===== src/verilog/scp_pkg.sv =====
// Function
// - port 4 over-current input is active low
// - clock pin: eeprom master if mode 1, else target
// - data pin: eeprom master if mode 1, else target
// - mode strap sampled at reset release
// - mode pin drives superspeed suspend when enabled
// - power management strap 0 enables switching, overcurrent
// - four power outputs control port power
// - smbus mode: power strap gives address bit 1
// - power pin drives superspeed connect when enabled
// - polarity strap: 0 active low, 1 high
// - power pins sampled give per-port charge support
// - ganged strap: 0 individual, 1 ganged, addr bit2
package scp_pkg;
   localparam int SCP_PORTS = 4;
   localparam logic [1:0] SCP_SYNC_RESET = 2'h0;
   localparam logic [1:0] SCP_CAPTURE_WAIT = 2'h2;
   localparam logic SCP_MODE_EEPROM = 1'h1;
   localparam logic SCP_PWR_ENABLED = 1'h0;
   localparam logic SCP_POL_HIGH = 1'h1;
   localparam int SCP_ADDR_BIT1 = 1;
   localparam int SCP_ADDR_BIT2 = 2;

   typedef struct packed {
      logic eeprom_mode;
      logic full_power_mgmt_n;
      logic power_control_polarity;
      logic ganged;
      logic [3:0] port_charge_enable_strap;
   } scp_straps_t;

   localparam scp_straps_t SCP_STRAPS_RESET = '{1'h1, 1'h1, 1'h1, 1'h0,
      4'h0};

   typedef struct packed {
      logic i;
      logic o;
      logic oe;
   } scp_pin_t;
endpackage


===== src/verilog/scp_sync.sv =====
module scp_sync (
   input wire logic core_clk,
   input wire logic rst,
   input wire logic [7:0] d,
   output logic [7:0] q
);
   import scp_pkg::*;
   logic [7:0] meta_r;
   always_ff @(posedge core_clk) begin
      if (rst) begin
         meta_r <= 8'h00;
         q <= 8'h00;
      end else begin
         meta_r <= d;
         q <= meta_r;
      end
   end
endmodule


===== src/verilog/scp_strap_pins.sv =====
module scp_strap_pins (
   input wire logic core_clk,
   input wire logic rst,
   input wire logic port4_overcurrent_n,
   input wire logic serial_mode_select_n_i,
   output logic serial_mode_select_n_o,
   output logic serial_mode_select_n_oe,
   input wire logic full_power_mgmt_n_i,
   output logic full_power_mgmt_n_o,
   output logic full_power_mgmt_n_oe,
   input wire logic power_control_polarity,
   input wire logic target_address_bit2,
   input wire logic [3:0] port_power_control_i,
   output logic [3:0] port_power_control_o,
   output logic [3:0] port_power_control_oe,
   input wire logic feature_status_en,
   input wire logic ss_suspended,
   input wire logic ss_connected,
   input wire logic [3:0] port_power_on,
   input wire logic eng_clk_o,
   input wire logic eng_clk_oe,
   input wire logic eng_data_o,
   input wire logic eng_data_oe,
   output logic eeprom_clk_o,
   output logic eeprom_clk_oe,
   output logic eeprom_data_o,
   output logic eeprom_data_oe,
   output logic target_clk_in,
   output logic target_data_in,
   input wire logic serial_clk_i,
   input wire logic serial_data_i,
   output scp_pkg::scp_straps_t straps,
   output logic [6:0] target_address_low,
   output logic overcurrent4,
   output logic power_switching_en
);
   import scp_pkg::*;

   logic [7:0] sync_q;
   logic straps_done_r;
   logic clk_s_r;
   logic data_s_r;
   logic clk_m_r;
   logic data_m_r;
   scp_straps_t straps_r;

   scp_sync u_sync (
      .core_clk(core_clk),
      .rst(rst),
      .d({port4_overcurrent_n, serial_mode_select_n_i,
          full_power_mgmt_n_i, power_control_polarity,
          port_power_control_i}),
      .q(sync_q)
   );

   // address/ganged pins share sampling with other straps in one cycle
   logic addr2_m_r;
   logic addr2_s_r;
   always_ff @(posedge core_clk) begin
      if (rst) begin
         addr2_m_r <= 1'h0;
         addr2_s_r <= 1'h0;
         clk_m_r <= 1'h0;
         clk_s_r <= 1'h0;
         data_m_r <= 1'h0;
         data_s_r <= 1'h0;
      end else begin
         addr2_m_r <= target_address_bit2;
         addr2_s_r <= addr2_m_r;
         clk_m_r <= serial_clk_i;
         clk_s_r <= clk_m_r;
         data_m_r <= serial_data_i;
         data_s_r <= data_m_r;
      end
   end

   // capture: sync stages are filled two edges after release
   logic [1:0] wait_r;
   always_ff @(posedge core_clk) begin
      if (rst) begin
         wait_r <= SCP_SYNC_RESET;
         straps_done_r <= 1'h0;
      end else if (!straps_done_r) begin
         wait_r <= wait_r + 2'h1;
         if (wait_r == SCP_CAPTURE_WAIT)
            straps_done_r <= 1'h1;
      end
   end

   always_ff @(posedge core_clk) begin
      if (rst) begin
         straps_r <= SCP_STRAPS_RESET;
      end else if (!straps_done_r && wait_r == SCP_CAPTURE_WAIT) begin
         straps_r.eeprom_mode <= sync_q[6];
         straps_r.full_power_mgmt_n <= sync_q[5];
         straps_r.power_control_polarity <= sync_q[4];
         straps_r.ganged <= addr2_s_r;
         straps_r.port_charge_enable_strap <= sync_q[3:0];
      end
   end
   // straps_r never loads again once straps_done_r is set

   assign straps = straps_r;
   assign power_switching_en = straps_done_r &&
      (straps_r.full_power_mgmt_n == SCP_PWR_ENABLED);
   assign overcurrent4 = power_switching_en && !sync_q[7];

   // smbus address low bits from straps
   always_comb begin
      target_address_low = 7'h00;
      target_address_low[SCP_ADDR_BIT1] = straps_r.full_power_mgmt_n;
      target_address_low[SCP_ADDR_BIT2] = straps_r.ganged;
   end

   wire eeprom_sel = straps_done_r &&
      (straps_r.eeprom_mode == SCP_MODE_EEPROM);
   assign eeprom_clk_o = eng_clk_o;
   assign eeprom_clk_oe = eeprom_sel && eng_clk_oe;
   assign eeprom_data_o = eng_data_o;
   assign eeprom_data_oe = eeprom_sel && eng_data_oe;
   assign target_clk_in = eeprom_sel ? 1'h1 : clk_s_r;
   assign target_data_in = eeprom_sel ? 1'h1 : data_s_r;

   wire status_on = straps_done_r && feature_status_en;
   assign serial_mode_select_n_o = ss_suspended;
   assign serial_mode_select_n_oe = status_on;
   assign full_power_mgmt_n_o = ss_connected;
   assign full_power_mgmt_n_oe = status_on;

   // power outputs with polarity, only driven when switching enabled
   always_ff @(posedge core_clk) begin
      if (rst) begin
         port_power_control_o <= 4'h0;
         port_power_control_oe <= 4'h0;
      end else begin
         port_power_control_o <= (straps_r.power_control_polarity ==
            SCP_POL_HIGH) ? port_power_on : ~port_power_on;
         port_power_control_oe <= {SCP_PORTS{power_switching_en}};
      end
   end

   AST_OC_LOW: assert property (@(posedge core_clk) disable iff (rst)
      power_switching_en && !sync_q[7] |-> overcurrent4)
      else $error("overcurrent not flagged");
   AST_OC_OFF: assert property (@(posedge core_clk) disable iff (rst)
      !power_switching_en |-> !overcurrent4)
      else $error("overcurrent while disabled");
   AST_EE_CLK: assert property (@(posedge core_clk) disable iff (rst)
      !eeprom_sel |-> !eeprom_clk_oe)
      else $error("clock driven in target mode");
   AST_EE_DATA: assert property (@(posedge core_clk) disable iff (rst)
      eeprom_sel && eng_data_oe |-> eeprom_data_oe)
      else $error("data not driven in eeprom mode");
   AST_EE_OFF: assert property (@(posedge core_clk) disable iff (rst)
      !eeprom_sel |-> !eeprom_data_oe)
      else $error("data driven in target mode");
   AST_STABLE: assert property (@(posedge core_clk) disable iff (rst)
      straps_done_r |=> $stable(straps_r))
      else $error("strap changed after capture");
   AST_CAPTURE: assert property (@(posedge core_clk) disable iff (rst)
      $rose(straps_done_r) |-> straps_r.eeprom_mode == $past(sync_q[6]))
      else $error("mode strap not captured");
   AST_CAP_PWR: assert property (@(posedge core_clk) disable iff (rst)
      $rose(straps_done_r) |->
      straps_r.full_power_mgmt_n == $past(sync_q[5]))
      else $error("power strap not captured");
   AST_CAP_POL: assert property (@(posedge core_clk) disable iff (rst)
      $rose(straps_done_r) |->
      straps_r.power_control_polarity == $past(sync_q[4]))
      else $error("polarity strap not captured");
   AST_CAP_CHG: assert property (@(posedge core_clk) disable iff (rst)
      $rose(straps_done_r) |->
      straps_r.port_charge_enable_strap == $past(sync_q[3:0]))
      else $error("charge straps not captured");
   AST_SUSP: assert property (@(posedge core_clk) disable iff (rst)
      serial_mode_select_n_oe |-> serial_mode_select_n_o == ss_suspended)
      else $error("suspend status wrong");
   AST_STATUS: assert property (@(posedge core_clk) disable iff (rst)
      status_on |-> serial_mode_select_n_oe && full_power_mgmt_n_oe)
      else $error("status outputs not driven");
   AST_CONN: assert property (@(posedge core_clk) disable iff (rst)
      !status_on |-> !full_power_mgmt_n_oe)
      else $error("connect status driven early");
   AST_POL: assert property (@(posedge core_clk) disable iff (rst)
      straps_done_r && !straps_r.power_control_polarity ##1
      !straps_r.power_control_polarity |->
      port_power_control_o == ~$past(port_power_on))
      else $error("polarity wrong");
   AST_PWR_OE: assert property (@(posedge core_clk) disable iff (rst)
      power_switching_en ##1 power_switching_en |->
      port_power_control_oe == 4'hf)
      else $error("power not driven");
   AST_PWR_OFF: assert property (@(posedge core_clk) disable iff (rst)
      !power_switching_en ##1 !power_switching_en |->
      port_power_control_oe == 4'h0)
      else $error("power driven while disabled");
   // address bits must follow the pins as they stood at capture
   AST_ADDR: assert property (@(posedge core_clk) disable iff (rst)
      $rose(straps_done_r) && !straps_r.eeprom_mode |->
      target_address_low[SCP_ADDR_BIT1] == $past(sync_q[5]))
      else $error("address bit1 wrong");
   AST_ADDR2: assert property (@(posedge core_clk) disable iff (rst)
      $rose(straps_done_r) |->
      target_address_low[SCP_ADDR_BIT2] == $past(addr2_s_r))
      else $error("address bit2 wrong");
   AST_TGT_EE: assert property (@(posedge core_clk) disable iff (rst)
      eeprom_sel |-> target_clk_in && target_data_in)
      else $error("target inputs not parked");
   AST_TGT_SMB: assert property (@(posedge core_clk) disable iff (rst)
      !eeprom_sel |-> target_clk_in == clk_s_r && target_data_in == data_s_r)
      else $error("target inputs not passed");

   CV_EEPROM: cover property (@(posedge core_clk) disable iff (rst)
      $rose(straps_done_r) && straps_r.eeprom_mode);
   CV_SMBUS: cover property (@(posedge core_clk) disable iff (rst)
      $rose(straps_done_r) && !straps_r.eeprom_mode);
   CV_OC: cover property (@(posedge core_clk) disable iff (rst)
      overcurrent4);
   CV_STATUS: cover property (@(posedge core_clk) disable iff (rst)
      serial_mode_select_n_oe && ss_suspended);
   CV_POL_LOW: cover property (@(posedge core_clk) disable iff (rst)
      power_switching_en && !straps_r.power_control_polarity);
endmodule


===== config.mk =====
export PLATFORM = sky130hd
export DESIGN_NAME = scp_strap_pins
export DESIGN_NICKNAME = d
export VERILOG_FILES = /design/src/verilog/scp_pkg.sv /design/src/verilog/scp_sync.sv /design/src/verilog/scp_strap_pins.sv
export SDC_FILE = /design/constraint.sdc
export NUM_CORES = 1
export LEC_CHECK = 0
export BUFFER_PORTS_ARGS = -buffer_cell sky130_fd_sc_hd__clkbuf_2
export CAP_MARGIN = 0
export CORE_MARGIN = 4
export CORE_UTILIZATION = 25
export CTS_CLUSTER_DIAMETER = 100
export DETAILED_ROUTE_END_ITERATION = 8
export PLACE_DENSITY_LB_ADDON = 0.3
export REMOVE_ABC_BUFFERS = 1
export SLEW_MARGIN = 10
export SYNTH_ARGS = -nofsm -noshare
export SYNTH_HDL_FRONTEND = slang
export SYNTH_SLANG_ARGS = --single-unit

===== constraint.sdc =====
create_clock -name core_clk -period 1.5 [get_ports core_clk]
set_input_delay 0.225 -clock core_clk [delete_from_list [all_inputs] [get_ports core_clk]]
set_output_delay 0.225 -clock core_clk [all_outputs]
set_load 0.005 [all_outputs]

==> flow_metrics.tcl, run 1 <==
set metrics [dict create \
    ys_seq_area_share_pct 54.1 \
    cap_viol_max_count 0 \
    p_per_area_nw_per_um2 1420 \
    start_util_pct 25.7 \
    routedWlPerCell_um 9.14 \
    period_share_pct 89.7 \
    area_growth_pct 19.8 \
    synthArstFlopShare_pct 0 \
    ys_ff_latch 38 \
    numPortBuffers 45 \
    tritoncts "built" \
    fmax_mhz 744 \
    yosysMostFrequentCell "dfxtp_1" \
    antenna_cells 0 \
    synth_edf_count 0 \
    hold_depth 2 \
    min_path_type "in2reg" \
    cp.required_ps 1270 \
    whs_endpoint "u_sync.meta_r[2]$_SDFF_PP0_" \
    place_congestion 0.646 \
    grt_pass1_wl_mm 3.82 \
    ys_types 22 \
    fp.dieH_um 83 \
    hp-start "port_power_control_i[2]" \
    crit_family "flip-flops" \
    hpwlAfterDp_mm 1.66 \
    clk_pin_slew_ps 80 \
    root_buffer "clkbuf_8" \
    cts-resized-gates 0 \
    crit_type "reg2out" \
    synth_top_area_share_pct 54.1 \
    crit_fanout 15 \
    r2r_slack_ps 280 \
    grt_overflow 0 \
    cp-start-kind "register" \
    fp-row-count 27 \
    dp.cells 236 \
    rsz0062_at_grt "false" \
    drt-pass1-iter-count 4 \
    yosysWarnings 0 \
    grt_max_degree 25 \
    fin_ws_ps 155 \
    setup_viol_count_final 0 \
    numCtsBuffers 5 \
    critPathBufInv 2 \
    setup-tns-final_ps 0 \
    reg2reg_depth 5 \
    dieArea_um2 6890 \
    layout.nets 196 \
    syn-mean-instance-area_um2 10.4 \
    skew_ps 5.47 \
    syn_inst 135 \
    crit_start "straps_done_r$_SDFF_PP0_" \
    drtAntennaViolNets 0 \
    cp_slowest_cell "dfxtp_1" \
    synth_ff_type "dfxtp_1" \
    clk_latency_ps 280 \
    synth.top_cells.by_count "38 x dfxtp_1, 23 x nor2b_1, 17 x buf_4" \
    grt_pass1_vias 784 \
    routed_wl_mm 2.23 \
    power_leakage_nw 0.775 \
    antenna_found_initial 0 \
    viasPerCell 3.62 \
    synth_area_leaders "dfxtp_1 54%, nor2b_1 10%, buf_4 9.1%" \
    ios 59 \
    rr_startpoint "wait_r[0]$_SDFFE_PP0N_" \
    postCtsSetupRepairBufs 0 \
    core_area_um2 5470 \
    die_w_um 83 \
    crit_chain "buf_4 > and2_1 > clkbuf_2" \
    dp_slack_ps 281 \
    design_area_um2 1690 \
    grt_usage_pct 6.80 \
    cts.sinks 38 \
    p_total_mw 2.39 \
    drv_slew 0 \
    drc 0 \
    min_period_ps 1340 \
    critPathArrivalTime_ps 1120 \
    cts_hold_buf 0 \
    yosysTopAreaCell "dfxtp_1" \
    status "finished, final reports clean" \
    vias 883 \
    place_area_um2 1600 \
    end_kind "output port" \
    drtIter0Drc 52 \
    cts_htree_levels 2 \
    vdd_drop_max_mv 0.667 \
    final_cells 244 \
    syn_area_um2 1410 \
    drive_gt1_share_pct 33.1 \
    clk_path_buf_depth 2 \
    final_hold_viol_count 0 \
    slowest_delay_ps 350 \
    r2r-end "straps[5]$_SDFFE_PP1P_" \
]
==> state kept, by name (all words and copies together), names as in the netlist <==
| signal | flops |
|---|---|
| straps | 8 |
| u_sync.meta_r | 8 |
| u_sync.q | 8 |
| port_power_control_o | 4 |
| wait_r | 2 |
| addr2_m_r | 1 |
| addr2_s_r | 1 |
| clk_m_r | 1 |
| clk_s_r | 1 |
| data_m_r | 1 |
| data_s_r | 1 |
| port_power_control_oe | 1 |
| straps_done_r | 1 |
==> stage by stage <==
stage	util, %	hold slack, ps
floorplan	-	287
global placement	29.1	419
detailed placement	29.1	420
CTS	30.8	135
global route	30.8	136
finish	30.8	145
==> layer usage <==
layer	part of all wire, %	GRT usage, %	vias to the layer above
met2	46	10.1	26
li1	-	-	470
met4	1.3	2.67	0
met1	46	8.53	385
met3	6.5	3.17	2
met5	0	0	-
==> worst max-delay path by stage <==
stage | depth (start not counted) | endpoint | slack, ps
after floorplan | 4 | straps[5]$_SDFFE_PP1P_ | 200
after global placement | 5 | straps[6]$_SDFFE_PP1P_ | 320
after detailed placement | 5 | straps[5]$_SDFFE_PP1P_ | 280
after CTS | 3 | serial_mode_select_n_oe | 120
after global routing | 3 | serial_mode_select_n_oe | 60
final | 3 | serial_mode_select_n_oe | 160
==> cell usage in the layout (no fill, tap or decap), drive strengths merged <==
master | Yosys | final
clkbuf | 1 | 50
or2 | 1 | 1
conb | 1 | 5
nand2b | 6 | 6
and2 | 1 | 1
clkinvlp | 0 | 1
clkinv | 0 | 2
nand4bb | 5 | 5
inv | 2 | 2
dfxtp | 38 | 38
ha | 1 | 1
o21ai | 5 | 5
mux2i | 3 | 3
nand2 | 1 | 1
a21oi | 1 | 1
and3 | 2 | 2
buf | 22 | 3
a21o | 2 | 2
nor2b | 23 | 23
xor2 | 5 | 5
nor2 | 15 | 15
==> cell type report <==
| cell class | instances | area, um^2 |
|---|---|---|
| well taps | 72 | 90.1 |
| multi-input cells | 76 | 477 |
| repair buffers | 48 | 260 |
| clock buffers | 5 | 68.8 |
| clock inverters | 3 | 21.3 |
| fillers | 585 | 3790 |
| flip-flops and latches | 38 | 761 |
| inverters | 2 | 7.51 |
==> power by group <==
part | internal [mW] | switching [mW] | total [mW]
logic | 0.270 | 0.234 | 0.503
clock network | 0.326 | 0.357 | 0.683
registers | 1.13 | 0.0760 | 1.21
total | 1.73 | 0.667 | 2.39
==> worst reg2reg max path, delay by kind of cell (launching register included) <==
family	cells	cell delay (ps)
fa+ha+maj	1	270
buf+inv	2	230
simple gates	1	160
flops	1	320
mux	1	180
==> kinds of logic after synthesis <==
group	after synthesis	synth area share (%)
buffers and inverters	25	13.1
AOI/OAI and AO/OA	8	3.47
DFF	38	54.1
other	1	0.267
adders and majority gates	1	0.890
and+or+nand+nor	54	23.0
xor gates and xnor gates	5	3.11
muxes	3	2.14
(Power assumes the default switching activity.)
==> inputs of run 2 (changes only) <==
- CORE_MARGIN: 4 -> 3
==> run 2 against run 1 <==
Effect of this change: clock-buffer cell count did not move; register-to-register slack improved by 40 ps; combinational power barely moved; core utilization rose by 2.1 points; highest routed layer is now met3; final area rose by 2.8%; cell count fell by 0.82%; hold slack improved by 2.2 ps; critical path depth did not move.
==> flow_metrics.tcl, run 2 (synthesis results as in run 1) <==
set metrics [dict create \
    fin_ws_ps 120 \
    end_kind "output port" \
    fillers 563 \
    skew_ps 4.03 \
    period_share_pct 92.0 \
    routedWlPerCell_um 9.08 \
    clk_pin_slew_ps 70 \
    cts-resized-gates 0 \
    layout_commonest_cell "clkbuf_2" \
    met1_usage_pct 9.20 \
    cap_viol_max_count 0 \
    grt_max_degree 28 \
    use_met2_pct 10.1 \
    hpwlAfterDp_mm 1.63 \
    fp.dieH_um 81 \
    cp.required_ps 1270 \
    r2r_slack_ps 320 \
    p_int_mw 2.06 \
    grt_pass1_vias 776 \
    fmax_mhz 725 \
    viasPerCell 3.58 \
    hp-start "port_power_control_i[1]" \
    switchingPower_mw 0.662 \
    worstMarginPinSlew_ps 522 \
    reg2reg_depth 4 \
    dieArea_um2 6560 \
    power_leakage_nw 0.800 \
    hold_depth 2 \
    numPortBuffers 45 \
    crit_fanout 13 \
    cp_slowest_cell "dfxtp_1" \
    antenna_cells 0 \
    tritoncts "built" \
    start_util_pct 26.7 \
    min_period_ps 1380 \
    slowest_delay_ps 400 \
    grt.busiest_layer "met2" \
    crit_type "reg2out" \
    grt_overflow 0 \
    rsz0062_at_grt "false" \
    drtIter0Drc 24 \
    die_w_um 81 \
    core_area_um2 5270 \
    setup_viol_count_final 0 \
    area_growth_pct 23.2 \
    design_area_um2 1730 \
    cts_hold_buf 0 \
    place_congestion 0.656 \
    cp-start-kind "register" \
    crit_family "flip-flops" \
    seq_power_share_pct 44.4 \
    routed_wl_mm 2.20 \
    final_hold_viol_count 0 \
    drv_slew 0 \
    ios 59 \
    clk_latency_ps 280 \
    drive_gt1_share_pct 33.7 \
    r2r-end "straps[5]$_SDFFE_PP1P_" \
    p_per_area_nw_per_um2 1570 \
    place_area_um2 1590 \
    clk_path_buf_depth 2 \
    grtUsageMet3_pct 2.99 \
    cts_htree_levels 2 \
    grt_pass1_wl_mm 3.58 \
    numCtsBuffers 5 \
    fp-row-count 26 \
    vdd_drop_max_mv 0.594 \
    cts.sinks 38 \
    drtAntennaViolNets 0 \
    postCtsSetupRepairBufs 0 \
    p_comb_share_pct 18.4 \
    antenna_found_initial 0 \
    root_buffer "clkbuf_8" \
    layout.nets 196 \
    drc 0 \
    min_path_type "in2reg" \
    dp_slack_ps 61.8 \
    clkPwrFrac_pct 37.2 \
    status "finished, final reports clean" \
    setup-tns-final_ps 0 \
    whs_endpoint "u_sync.meta_r[1]$_SDFF_PP0_" \
    drt-pass1-iter-count 4 \
    critPathBufInv 2 \
    sw_frac_of_total_pct 24.3 \
    vias 867 \
    critPathArrivalTime_ps 1150 \
    crit_chain "buf_4 > and3_1 > clkbuf_2" \
    rr_startpoint "wait_r[0]$_SDFFE_PP0N_" \
    grt_usage_pct 7.05 \
    layout_common_cells "45 x clkbuf_2, 38 x dfxtp_1, 22 x nor2b_1, 15 x nor2_1, 6 x nand2b_1" \
    relSlewSlack_pct 65.2 \
]
## run 2: how the worst max path moves through the flow
stage,from,to,slack [ps],cells past startpoint
final,straps_done_r$_SDFF_PP0_,eeprom_clk_oe,120,3
after global placement,wait_r[0]$_SDFFE_PP0N_,straps[4]$_SDFFE_PP0P_,100,4
after CTS,wait_r[0]$_SDFFE_PP0N_,straps[3]$_SDFFE_PP0P_,70,4
after detailed placement,wait_r[0]$_SDFFE_PP0N_,straps[3]$_SDFFE_PP0P_,60,4
after floorplan,wait_r[0]$_SDFFE_PP0N_,straps[5]$_SDFFE_PP1P_,200,4
after global routing,straps_done_r$_SDFF_PP0_,eeprom_data_oe,1,3
## run 2: layout make-up
type	count	area (um^2)	area share (%)
sequential	38	761	43.9
timing repair buffer	48	260	15.0
multi-input combinational	76	479	27.7
tap	70	87.6	5.05
clock inverter	3	68.8	3.97
inverter	2	7.51	0.433
clock buffer	5	68.8	3.97
## run 2: layer usage
metal / vias up / wire length [um]
met5: - / 0
met4: 0 / 0
met3: 0 / 127
met2: 29 / 1050
met1: 367 / 1020
li1: 471 / -
## run 2: through the flow
step	power (mW)	cells	util (%)	hold WS, ps
after floorplan	1.50	116	-	287
after global placement	1.74	234	30.2	419
after detailed placement	1.74	234	30.2	422
after CTS	2.77	242	32.8	135
after global routing	2.90	242	32.9	134
final	2.73	242	32.9	147
## run 2: power by group through the flow
stage / Clock, mW / Combinational (mW) / Sequential [mW]
floorplan: 0 / 0.258 / 1.24
global placement: 0 / 0.508 / 1.23
detailed placement: 0 / 0.510 / 1.23
CTS: 1.05 / 0.512 / 1.21
global route: 1.09 / 0.574 / 1.23
finish: 1.01 / 0.501 / 1.21
